File: config.mk
export PLATFORM = sky130hd
export DESIGN_NAME = slmfc_align
export DESIGN_NICKNAME = d
export VERILOG_FILES = /design/src/verilog/slmfc_pkg.sv /design/src/verilog/slmfc_align.sv /design/src/verilog/slmfc_edge_det.sv
export SDC_FILE = /design/constraint.sdc
export NUM_CORES = 1
export LEC_CHECK = 0
export BUFFER_PORTS_ARGS = -buffer_cell sky130_fd_sc_hd__buf_4
export CAP_MARGIN = 20
export CORE_AREA = 8 8 45 47
export DETAILED_ROUTE_END_ITERATION = 8
export DIE_AREA = 0 0 53 55
export GPL_TIMING_DRIVEN = 0
export PLACE_DENSITY = 0.67
export SYNTH_ARGS = -nofsm -noshare
export SYNTH_HDL_FRONTEND = slang
export SYNTH_SLANG_ARGS = --single-unit
File: constraint.sdc
create_clock -name ref_clk -period 1.5 [get_ports ref_clk]
set_clock_uncertainty 0.15 [all_clocks]
set_input_delay 0 -clock ref_clk [delete_from_list [all_inputs] [get_ports ref_clk]]
set_output_delay 0 -clock ref_clk [all_outputs]
set_load 0.03 [all_outputs]
File: src/verilog/slmfc_pkg.sv
// Package of constants for the frame clock and multiframe clock alignment block
package slmfc_pkg;
  // Samples per frame, frames per multiframe
  localparam int SLMFC_FRAME_LEN = 4;
  localparam int SLMFC_K = 32;
  localparam int SLMFC_FCNT_W = 2;
  localparam int SLMFC_MCNT_W = 5;
  localparam logic [SLMFC_FCNT_W-1:0] SLMFC_FCNT_RST = 2'h0;
  localparam logic [SLMFC_MCNT_W-1:0] SLMFC_MCNT_RST = 5'h00;
  localparam logic [SLMFC_FCNT_W-1:0] SLMFC_FCNT_LAST = 2'h3;
  localparam logic [SLMFC_MCNT_W-1:0] SLMFC_MCNT_LAST = 5'h1F;
  // First phase of the low half of each clock output
  localparam logic [SLMFC_FCNT_W-1:0] SLMFC_FCNT_HALF = 2'h2;
  localparam logic [SLMFC_MCNT_W-1:0] SLMFC_MCNT_HALF = 5'h10;
  // Tolerance for asynchronous edges, in frame clock cycles
  localparam int SLMFC_ASYNC_TOL_FRAMES = 2;
  typedef enum logic [1:0] {SLMFC_UNALIGNED, SLMFC_ALIGNED} slmfc_state_t;
endpackage

File: src/verilog/slmfc_align.sv
// Frame clock and multiframe clock alignment to the reference edge
`timescale 1ns/1ns
module slmfc_align
  import slmfc_pkg::*;
(
  // Clock and reset
  input wire logic ref_clk,
  input wire logic reset,
  // Reference input and detection gate
  input wire logic sysref_in,
  input wire logic sysref_gate_en,
  // Synchronization request from the receiver, active low
  input wire logic sync_req_n,
  // Frame and multiframe clocks
  output logic frame_clk,
  output logic lmfc_clk,
  output logic [SLMFC_FCNT_W-1:0] frame_phase,
  output logic [SLMFC_MCNT_W-1:0] lmfc_phase,
  // Link status
  output logic aligned,
  output logic link_up,
  output logic realign_pulse,
  output logic sync_request
);
  logic edge_det;
  logic in_phase;
  logic realign;
  logic [SLMFC_FCNT_W-1:0] fcnt_r;
  logic [SLMFC_MCNT_W-1:0] mcnt_r;
  logic [SLMFC_FCNT_W-1:0] fcnt_nxt;
  logic [SLMFC_MCNT_W-1:0] mcnt_nxt;
  slmfc_state_t state_r;
  logic link_r;
  logic realign_r;
  logic fclk_r;
  logic lclk_r;
  logic sync_r;

  slmfc_edge_det u_edge (
    .ref_clk(ref_clk),
    .reset(reset),
    .level_in(sysref_in),
    .gate_en(sysref_gate_en),
    .edge_pulse(edge_det)
  );

  // phase compare
  // An edge is in phase when it lands on the counters' wrap point
  assign in_phase = (fcnt_r == SLMFC_FCNT_LAST) && (mcnt_r == SLMFC_MCNT_LAST);
  assign realign = edge_det && (!in_phase || state_r == SLMFC_UNALIGNED);

  always_comb begin
    fcnt_nxt = fcnt_r + 2'h1;
    mcnt_nxt = mcnt_r;
    if (fcnt_r == SLMFC_FCNT_LAST) begin
      mcnt_nxt = mcnt_r + 5'h01;
    end
    // Realign treats the edge cycle as the wrap point; the next cycle starts at phase zero
    if (realign) begin
      fcnt_nxt = SLMFC_FCNT_RST;
      mcnt_nxt = SLMFC_MCNT_RST;
    end
  end

  always_ff @(posedge ref_clk) begin
    if (reset) begin
      fcnt_r <= SLMFC_FCNT_RST;
      mcnt_r <= SLMFC_MCNT_RST;
    end else begin
      fcnt_r <= fcnt_nxt;
      mcnt_r <= mcnt_nxt;
    end
  end

  // burst first edge
  // A gap in the bursts is harmless: an in-phase first edge keeps alignment
  always_ff @(posedge ref_clk) begin
    if (reset) begin
      state_r <= SLMFC_UNALIGNED;
    end else if (realign) begin
      state_r <= SLMFC_ALIGNED;
    end
  end

  // drop link
  // Link is down for the realign cycle and returns once counters restart
  always_ff @(posedge ref_clk) begin
    if (reset) begin
      link_r <= 1'b0;
      realign_r <= 1'b0;
    end else begin
      realign_r <= realign;
      link_r <= !realign && (state_r == SLMFC_ALIGNED || link_r);
    end
  end

  // Clock outputs high in the first half of each period
  always_ff @(posedge ref_clk) begin
    if (reset) begin
      fclk_r <= 1'b1;
      lclk_r <= 1'b1;
    end else begin
      fclk_r <= (fcnt_nxt < SLMFC_FCNT_HALF);
      lclk_r <= (mcnt_nxt < SLMFC_MCNT_HALF);
    end
  end

  always_ff @(posedge ref_clk) begin
    if (reset) begin
      sync_r <= 1'b0;
    end else begin
      sync_r <= !sync_req_n;
    end
  end

  assign frame_clk = fclk_r;
  assign lmfc_clk = lclk_r;
  assign frame_phase = fcnt_r;
  assign lmfc_phase = mcnt_r;
  assign aligned = (state_r == SLMFC_ALIGNED);
  assign link_up = link_r;
  assign realign_pulse = realign_r;
  assign sync_request = sync_r;
endmodule

File: src/verilog/slmfc_edge_det.sv
// Gated rising edge detector for the reference input
`timescale 1ns/1ns
module slmfc_edge_det (
  // Clock and reset
  input wire logic ref_clk,
  input wire logic reset,
  // Reference level and gate
  input wire logic level_in,
  input wire logic gate_en,
  // Detected edge
  output logic edge_pulse
);
  logic gated_r;
  // detection gate
  // Enabling the gate while high reads as an edge, as the hardware gate does
  // gate enable edge
  always_ff @(posedge ref_clk) begin
    if (reset) begin
      gated_r <= 1'b0;
    end else begin
      gated_r <= level_in & gate_en;
    end
  end
  assign edge_pulse = (level_in & gate_en) & ~gated_r;
endmodule

# Yosys cells after proc, flatten, opt, wreduce, memory -nomap -nowiden
# Cells that the tools add are included.
# W data, S select, Z words.
# totals
register_bits	14
latch_bits	0
ramBits	0
mem_bits_ro	0
in_bits	5
out_inout_bits	13
elab_cells	30
memories	0
# classes
addsub	2
multipliers	0
div_mod_pow	0
magnitude_cmp	2
eq_ne	2
shift	0
n_mux	3
bitwise	3
n_reduce_logical	9
# ops
cell	n
$mux W5	2
$add A5 B1 Y5 const B	1
$eq A5 B5 Y1 const B	1
$lt A5 B5 Y1 const B	1
$logic_and A1 B1 Y1	3
$logic_not A1 Y1	3
$add A2 B1 Y2 const B	1
$and A1 B1 Y1	2
$eq A2 B2 Y1 const B	1
$logic_not A2 Y1	1
$logic_or A1 B1 Y1	2
$lt A2 B2 Y1 const B	1
$mux W2	1
$not A1 Y1	1

# Depth between registers and ports, before layout
# Gate-level depths: netlist of run 1.
# depth
word_depth	7
ltp_mapped	6

# Modules after synthesis
# From an unflattened synthesis of run 1, not the netlist that was laid out.
# unflattened
cells_unflattened	47
hier_area_um2	535.5
# by_module_without_submodules
mod	instances	cells_per_inst	area_per_inst_um2	seq_area_each_um2
slmfc_align	1	44	498.0	260.2
slmfc_edge_det	1	3	37.5	20.0

# Least setup slack after synthesis of run 1
# OpenSTA, ideal clock, no wires.
# synth_path
kind	reg-to-reg
start	reg mcnt_r[0], in the netlist lmfc_phase[0]
end	reg mcnt_r[4], in the netlist lmfc_phase[4]
setup_ns	0.065
arrival_ns	1.506
t_required_ns	1.285
setup_slack_ns	-0.221
stages_incl_launch_ff	7
n_path_buf	0
period_less_slack_ns	1.721
cell_sequence	dfxtp_1 ha_1 and3_1 ha_1 nand3_4 a21o_4 nor2_1
# synth_between
elab_chain_len	6
# synth_lines
item	line_no	rtl
start: declaration	slmfc_align.sv:29	logic [SLMFC_MCNT_W-1:0] mcnt_r;
start signal: assignment	slmfc_align.sv:71	mcnt_r <= mcnt_nxt;
parallel branches: the longest is 5 deep, another holds $add A5 B1 Y5	n/a	
$mux W5 *	slmfc_align.sv:59	if (realign) begin
# Every way passes the cells marked *.
# A chain may end at the register's enable or synchronous reset.

# Worst setup path after layout of run 1
# layout_path
start	reg mcnt_r[1], in the netlist lmfc_phase[1]
end	reg mcnt_r[3], in the netlist lmfc_phase[3]
# Same word-level chain as after synthesis.

==> impl_metrics.json, run 1 <==
{
  "status": "finished, final reports clean",
  "wl_per_cell_um": 11.6,
  "ant_nets": 0,
  "die_w_um": 53,
  "drive_above_1_share_pct": 44.7,
  "syn_area_um2": 515,
  "cpPeakStageDelay_ns": 0.36,
  "finalNonFillerCells": 92,
  "start_kind": "register",
  "setup_viol": 0,
  "io_buffers": 17,
  "final_common_cell": "buf_4",
  "dieHeight_um": 55,
  "syn_inst": 48,
  "grt_overflow": 0,
  "hold_viol": 0,
  "tightest_slew_ns": 0.183,
  "synth_seq_cells": 14,
  "grt_first_pass_wirelength_um": 1750,
  "crit_required_ns": 1.57,
  "die_area_mm2": 0.00292,
  "globalplace.congestion": 0.713,
  "leakage_nw": 0.344,
  "start_util_pct": 37.3,
  "vias": 415,
  "period_needed_ns": 1.44,
  "post-route-drc-count": 0,
  "grt_max_degree": 9,
  "antenna_found_initial": 0,
  "dp_hpwl_um": 755,
  "clock_path_buffers": 2,
  "root_buffer": "clkbuf_4",
  "crit_family": "simple AND/OR/NAND/NOR gates",
  "cts_tree": "done",
  "first_global_vias": 401,
  "synth_cell_type_count": 16,
  "vdd_drop_max_uv": 672,
  "rr_startpoint": "lmfc_phase[1]",
  "power_frac_clock_pct": 30.7,
  "drt-pass1-iter-count": 4,
  "worstPathMaxFanout": 7,
  "intPower_mw": 0.536,
  "ys_warn_count": 0,
  "syn-num-nets": 56,
  "power.switching_mw": 0.182,
  "crit_slowest_cell": "dfxtp_4",
  "routed_wl_um": 1060,
  "arrival_ns": 1.51,
  "max_freq_mhz": 694,
  "grt_use_total_pct": 8.64,
  "avgSynthCellArea_um2": 10.7,
  "drv_cap": 0,
  "cp-end-kind": "register",
  "slew_violations": 0,
  "fin_util_pct": 57.4,
  "min_from": "frame_phase[0]",
  "num_rows": 14,
  "power_frac_comb_pct": 14.7,
  "io_pins": 18,
  "path_buf_inv": 0,
  "rsz0062_at_grt": "true",
  "drt-initial-drc-count": 6,
  "crit_type": "register to register",
  "cts.clk_slew.worst_paths_ns": 0.08,
  "clock_sinks": 14,
  "power_mw": 0.718,
  "viasPerCell": 4.51,
  "synth-seq-area-share_pct": 54.4,
  "p_sw_share_pct": 25.4,
  "path_common_cell": "ha_4",
  "power-per-cell-area_mw_per_mm2": 904,
  "path_cells": "ha_4 -> and3_4 -> ha_4 -> nand3_4 -> a21o_4 -> nor2_1",
  "slew_headroom_pct": 87.4,
  "most-common-layout-cells": "19 x buf_4, 13 x nor2_1, 10 x dfxtp_1, 5 x dlygate4sd3_1, 4 x nand2_1",
  "fin_nets": 85,
  "clk_latency_ns": 0.28,
  "power_frac_seq_pct": 54.6,
  "hold_class": "register to register",
  "post-place-ws_ns": 0.0105,
  "n_antenna_cell": 0,
  "h-tree-depth": 1,
  "cts_buffers": 3,
  "core_mm2": 0.00138,
  "period_share_pct": 96.1,
  "fin_ws_ns": 0.0585,
  "placed_cells": 81,
  "syn2layout_area_growth_pct": 54.1,
  "worst_hold_slack_ns": 0.305,
  "crit_start": "lmfc_phase[1]"
}
[kinds of logic (layout without fill, tap and decap cells)]
logic type / after synthesis / after routing / synth area share [%]
buffers and inverters: 1 / 29 / 2.18
and+or+nand+nor: 23 / 23 / 22.6
xor gates and xnor gates: 3 / 3 / 5.10
adders and majority gates: 3 / 3 / 7.28
DFF: 14 / 14 / 54.4
muxes: 2 / 2 / 3.88
AOI/OAI and AO/OA: 2 / 2 / 4.61
[through the flow]
stage	instance area, um2	setup TNS (ns)
6_report	795	0
5_1_grt	795	-0.00587
4_1_cts	795	0
3_5_place_dp	688	0
3_3_place_gp	688	0
2_1_floorplan	541	0
[flip-flops by register name, indices dropped and copies added, names as in the netlist]
register,cells
lmfc_clk,1
realign_pulse,1
state_r,1
frame_clk,1
link_up,1
lmfc_phase,5
sync_request,1
frame_phase,2
u_edge.gated_r,1
[Yosys cell counts (all sizes together)]
library cell	number	area (um2)
xnor2	1	8.76
dfxtp	14	280
and3b	1	10.0
nand2	4	15.0
nor2	13	48.8
a21o	1	15.0
nand3	1	17.5
xor2	2	17.5
ha	3	37.5
mux2i	2	20.0
buf	1	11.3
and2	1	6.26
nand4	1	6.26
and3	1	6.26
a21oi	1	8.76
nand2b	1	6.26
[power groups by stage]
stage / logic (mW) / clock network (mW) / registers [mW]
finish: 0.106 / 0.220 / 0.392
global route: 0.116 / 0.243 / 0.394
CTS: 0.108 / 0.228 / 0.393
detailed placement: 0.0954 / 0 / 0.402
global placement: 0.0942 / 0 / 0.401
floorplan: 0.0291 / 0 / 0.429
[cell type report]
cell class / instances / area (um2)
sequential: 14 / 290
fill: 120 / 589
multi-input combinational: 33 / 254
clock buffer: 4 / 26.3
buffer: 1 / 11.3
tap: 16 / 20.0
timing repair buffer: 24 / 193
[worst register-to-register path, stage by stage (launching register included)]
cell,delay (ns)
dfxtp_4,0.36
ha_4,0.13
and3_4,0.19
ha_4,0.13
nand3_4,0.08
a21o_4,0.24
nor2_1,0.10
[worst paths after layout]
| kind | endpoint | slack [ns] | cells after the start |
|---|---|---|---|
| setup / recovery | lmfc_phase[3] | 0.06 | 6 |
| hold reg to reg | frame_phase[0] | 0.31 | 1 |
| setup reg to reg | lmfc_phase[3] | 0.06 | 6 |
| hold / removal | frame_phase[0] | 0.31 | 1 |
[layer usage]
layer | up-vias | track usage, % | part of all wire, %
met3 | 4 | 2.41 | 5.0
met2 | 13 | 11.9 | 46
met5 | - | 0 | 0
li1 | 212 | - | -
met1 | 186 | 9.75 | 43
met4 | 0 | 10.3 | 5.9
[what timing repair did]
action / 4_1_cts / 5_1_grt
setup buffers: 2 / 0
gates resized for setup: 2 / 0
hold endpoints to repair: 14 / 0
pin swaps: 2 / 1
hold buffers: 5 / 0
setup endpoints to repair: 7 / 5
Power figures use the tool's default switching activity.
==> inputs of run 2 (changes only) <==
ABC_AREA = 1   (was unset)
PLACE_DENSITY = unset   (was 0.67)
clock period = 1.6 ns   (was 1.5 ns; I/O delays follow)
==> impl_metrics.json, run 2 <==
{
  "status": "finished, final reports clean",
  "io_buffers": 17,
  "crit_required_ns": 1.67,
  "min_from": "frame_phase[0]",
  "drt-initial-drc-count": 4,
  "antenna_found_initial": 0,
  "synthMuxAreaShare_pct": 0,
  "start_kind": "input pin",
  "n_antenna_cell": 0,
  "crit_start": "sysref_in",
  "final_common_cell": "buf_4",
  "clock_path_buffers": 2,
  "synth_edf_count": 0,
  "first_global_vias": 419,
  "syn2layout_area_growth_pct": 48.5,
  "root_buffer": "clkbuf_4",
  "drive_above_1_share_pct": 33.3,
  "ys.flop_type": "dfxtp_1",
  "h-tree-depth": 1,
  "arrival_ns": 1.56,
  "globalplace.congestion": 0.685,
  "period_needed_ns": 1.49,
  "num_rows": 14,
  "slew_violations": 0,
  "max_freq_mhz": 671,
  "rsz0062_at_grt": "false",
  "synth_commonest_cells": "14 x dfxtp_1, 13 x nor2_1, 11 x nand2_1, 5 x inv_1, 3 x ha_1",
  "crit_type": "input pin to register",
  "async_flop_share_pct": 0,
  "core_mm2": 0.00138,
  "synthXorXnorAreaFrac_pct": 3.40,
  "syn-num-nets": 65,
  "start_util_pct": 37.3,
  "cp-end-kind": "register",
  "cts.clk_slew.worst_paths_ns": 0.08,
  "grt_overflow": 0,
  "hold_class": "register to register",
  "grt_max_degree": 8,
  "syn_inst": 57,
  "synth_top_cell_by_area": "dfxtp_1",
  "largest_reg_flops": 5,
  "dieHeight_um": 55,
  "fin_nets": 94,
  "synth_top_family_by_area": "simple AND/OR/NAND/NOR gates",
  "synthSimpleGateAreaFrac_pct": 24.8,
  "most-common-layout-cells": "17 x buf_4, 13 x nor2_1, 12 x dfxtp_1, 11 x nand2_1, 7 x dlygate4sd3_1",
  "clk_latency_ns": 0.27,
  "tightest_slew_ns": 0.233,
  "wl_per_cell_um": 10.1,
  "drt-pass1-iter-count": 4,
  "finalNonFillerCells": 100,
  "post-route-drc-count": 0,
  "io_pins": 18,
  "yosys-top-cells-area": "dfxtp_1 54%, nor2_1 9.5%, nand2_1 8.0%",
  "synth-compound-area-share_pct": 4.37,
  "synth.most_common_cell": "dfxtp_1",
  "die_area_mm2": 0.00292,
  "drv_cap": 0,
  "yosys.area_share.adder_pct": 7.28,
  "avgSynthCellArea_um2": 9.04,
  "cts_tree": "done",
  "syn_area_um2": 515,
  "vias": 427,
  "ant_nets": 0,
  "grt_use_total_pct": 7.85,
  "setup_tns_ns": 0,
  "cts_buffers": 3,
  "slew_headroom_pct": 84.4,
  "worstPathMaxFanout": 2,
  "hold_viol": 0,
  "synth_seq_cells": 14,
  "grt_first_pass_wirelength_um": 1630,
  "die_w_um": 53,
  "final.fill_count": 128,
  "setup_viol": 0,
  "yosys.area.top_type_share_pct": 54.4,
  "viasPerCell": 4.27,
  "rr_startpoint": "lmfc_phase[0]",
  "vdd_drop_max_uv": 557,
  "power-per-cell-area_mw_per_mm2": 860,
  "routed_wl_um": 1010,
  "clock_sinks": 14,
  "placed_cells": 90,
  "ys_warn_count": 0,
  "leakage_nw": 0.361,
  "synth_cell_type_count": 14,
  "period_share_pct": 93.2,
  "postCtsSetupBuffers": 0,
  "r2r_slack_ns": 0.15,
  "synth-seq-area-share_pct": 54.4,
  "dp_hpwl_um": 755
}
run 2: cell types whose count changed after synthesis, moves of 2 or more:
cell / previous run / this run
inv_1: 0 / 5
nand2_1: 4 / 11
mux2i_1: 2 / 0
nand3_1: 0 / 2
run 2: logic make-up after synthesis:
kind of cell,after synthesis
and+or+nand+nor,29
adders and majority gates,3
xor gates and xnor gates,2
DFF,14
AOI/OAI and AO/OA,3
buffers and inverters,6
run 2: report_power, final:
group	internal (mW)	switching [mW]
clock network	0.0870	0.104
logic	0.0448	0.0538
registers	0.361	0.00769
run 2: area by class of cell:
| cell class | instances | area [um2] | area share (%) |
|---|---|---|---|
| inverter | 5 | 18.8 | 2.45 |
| clock buffer | 3 | 22.5 | 2.94 |
| sequential | 14 | 285 | 37.3 |
| timing repair buffer | 24 | 198 | 25.8 |
| multi-input combinational | 37 | 210 | 27.5 |
| tap | 16 | 20.0 | 2.61 |
| buffer | 1 | 11.3 | 1.47 |
run 2: path summary, 6_finish.rpt:
path / end / cells past startpoint
worst min register to register: frame_phase[0] / 1
worst max register to register: lmfc_phase[3] / 8
worst max-delay path: state_r[0] / 7
worst min-delay path: frame_phase[0] / 1
run 2: worst max-delay path, cell delays in order:
cell and delay, ns:
dlygate4sd3_1 0.53, buf_4 0.10, nand2_1 0.05, nor2_1 0.20, nor2_1 0.07, nor2_1 0.08
dlygate4sd3_1 0.53
run 2: per-stage QoR:
step / cell area, um2 / utilization (%) / setup slack [ns] / hold slack [ns] / power, mW
finish: 766 / 55.3 / 0.109 / 0.307 / 0.659
global route: 766 / 55.3 / 0.00952 / 0.323 / 0.696
CTS: 758 / 54.8 / 0.106 / 0.304 / 0.669
detailed placement: 666 / 48.1 / 0.132 / 0.00425 / 0.463
global placement: 666 / 48.1 / 0.140 / 0.00203 / 0.463
floorplan: 518 / - / 0.106 / -0.0833 / 0.429
run 2: layer usage:
layer  GRT usage (%)  part of all wire [%]  vias to the layer above
li1                -                     -                      230
met1            6.92                    44                      183
met2            12.3                    43                       14
met3            5.35                    14                        0
met4            6.47                     0                        0
met5               0                     0                        -
run 2: repair_timing:
action	in CTS	in global routing
hold buffers	7	0
gates resized for setup	0	2
hold endpoints to repair	14	0
setup endpoints to repair	0	2
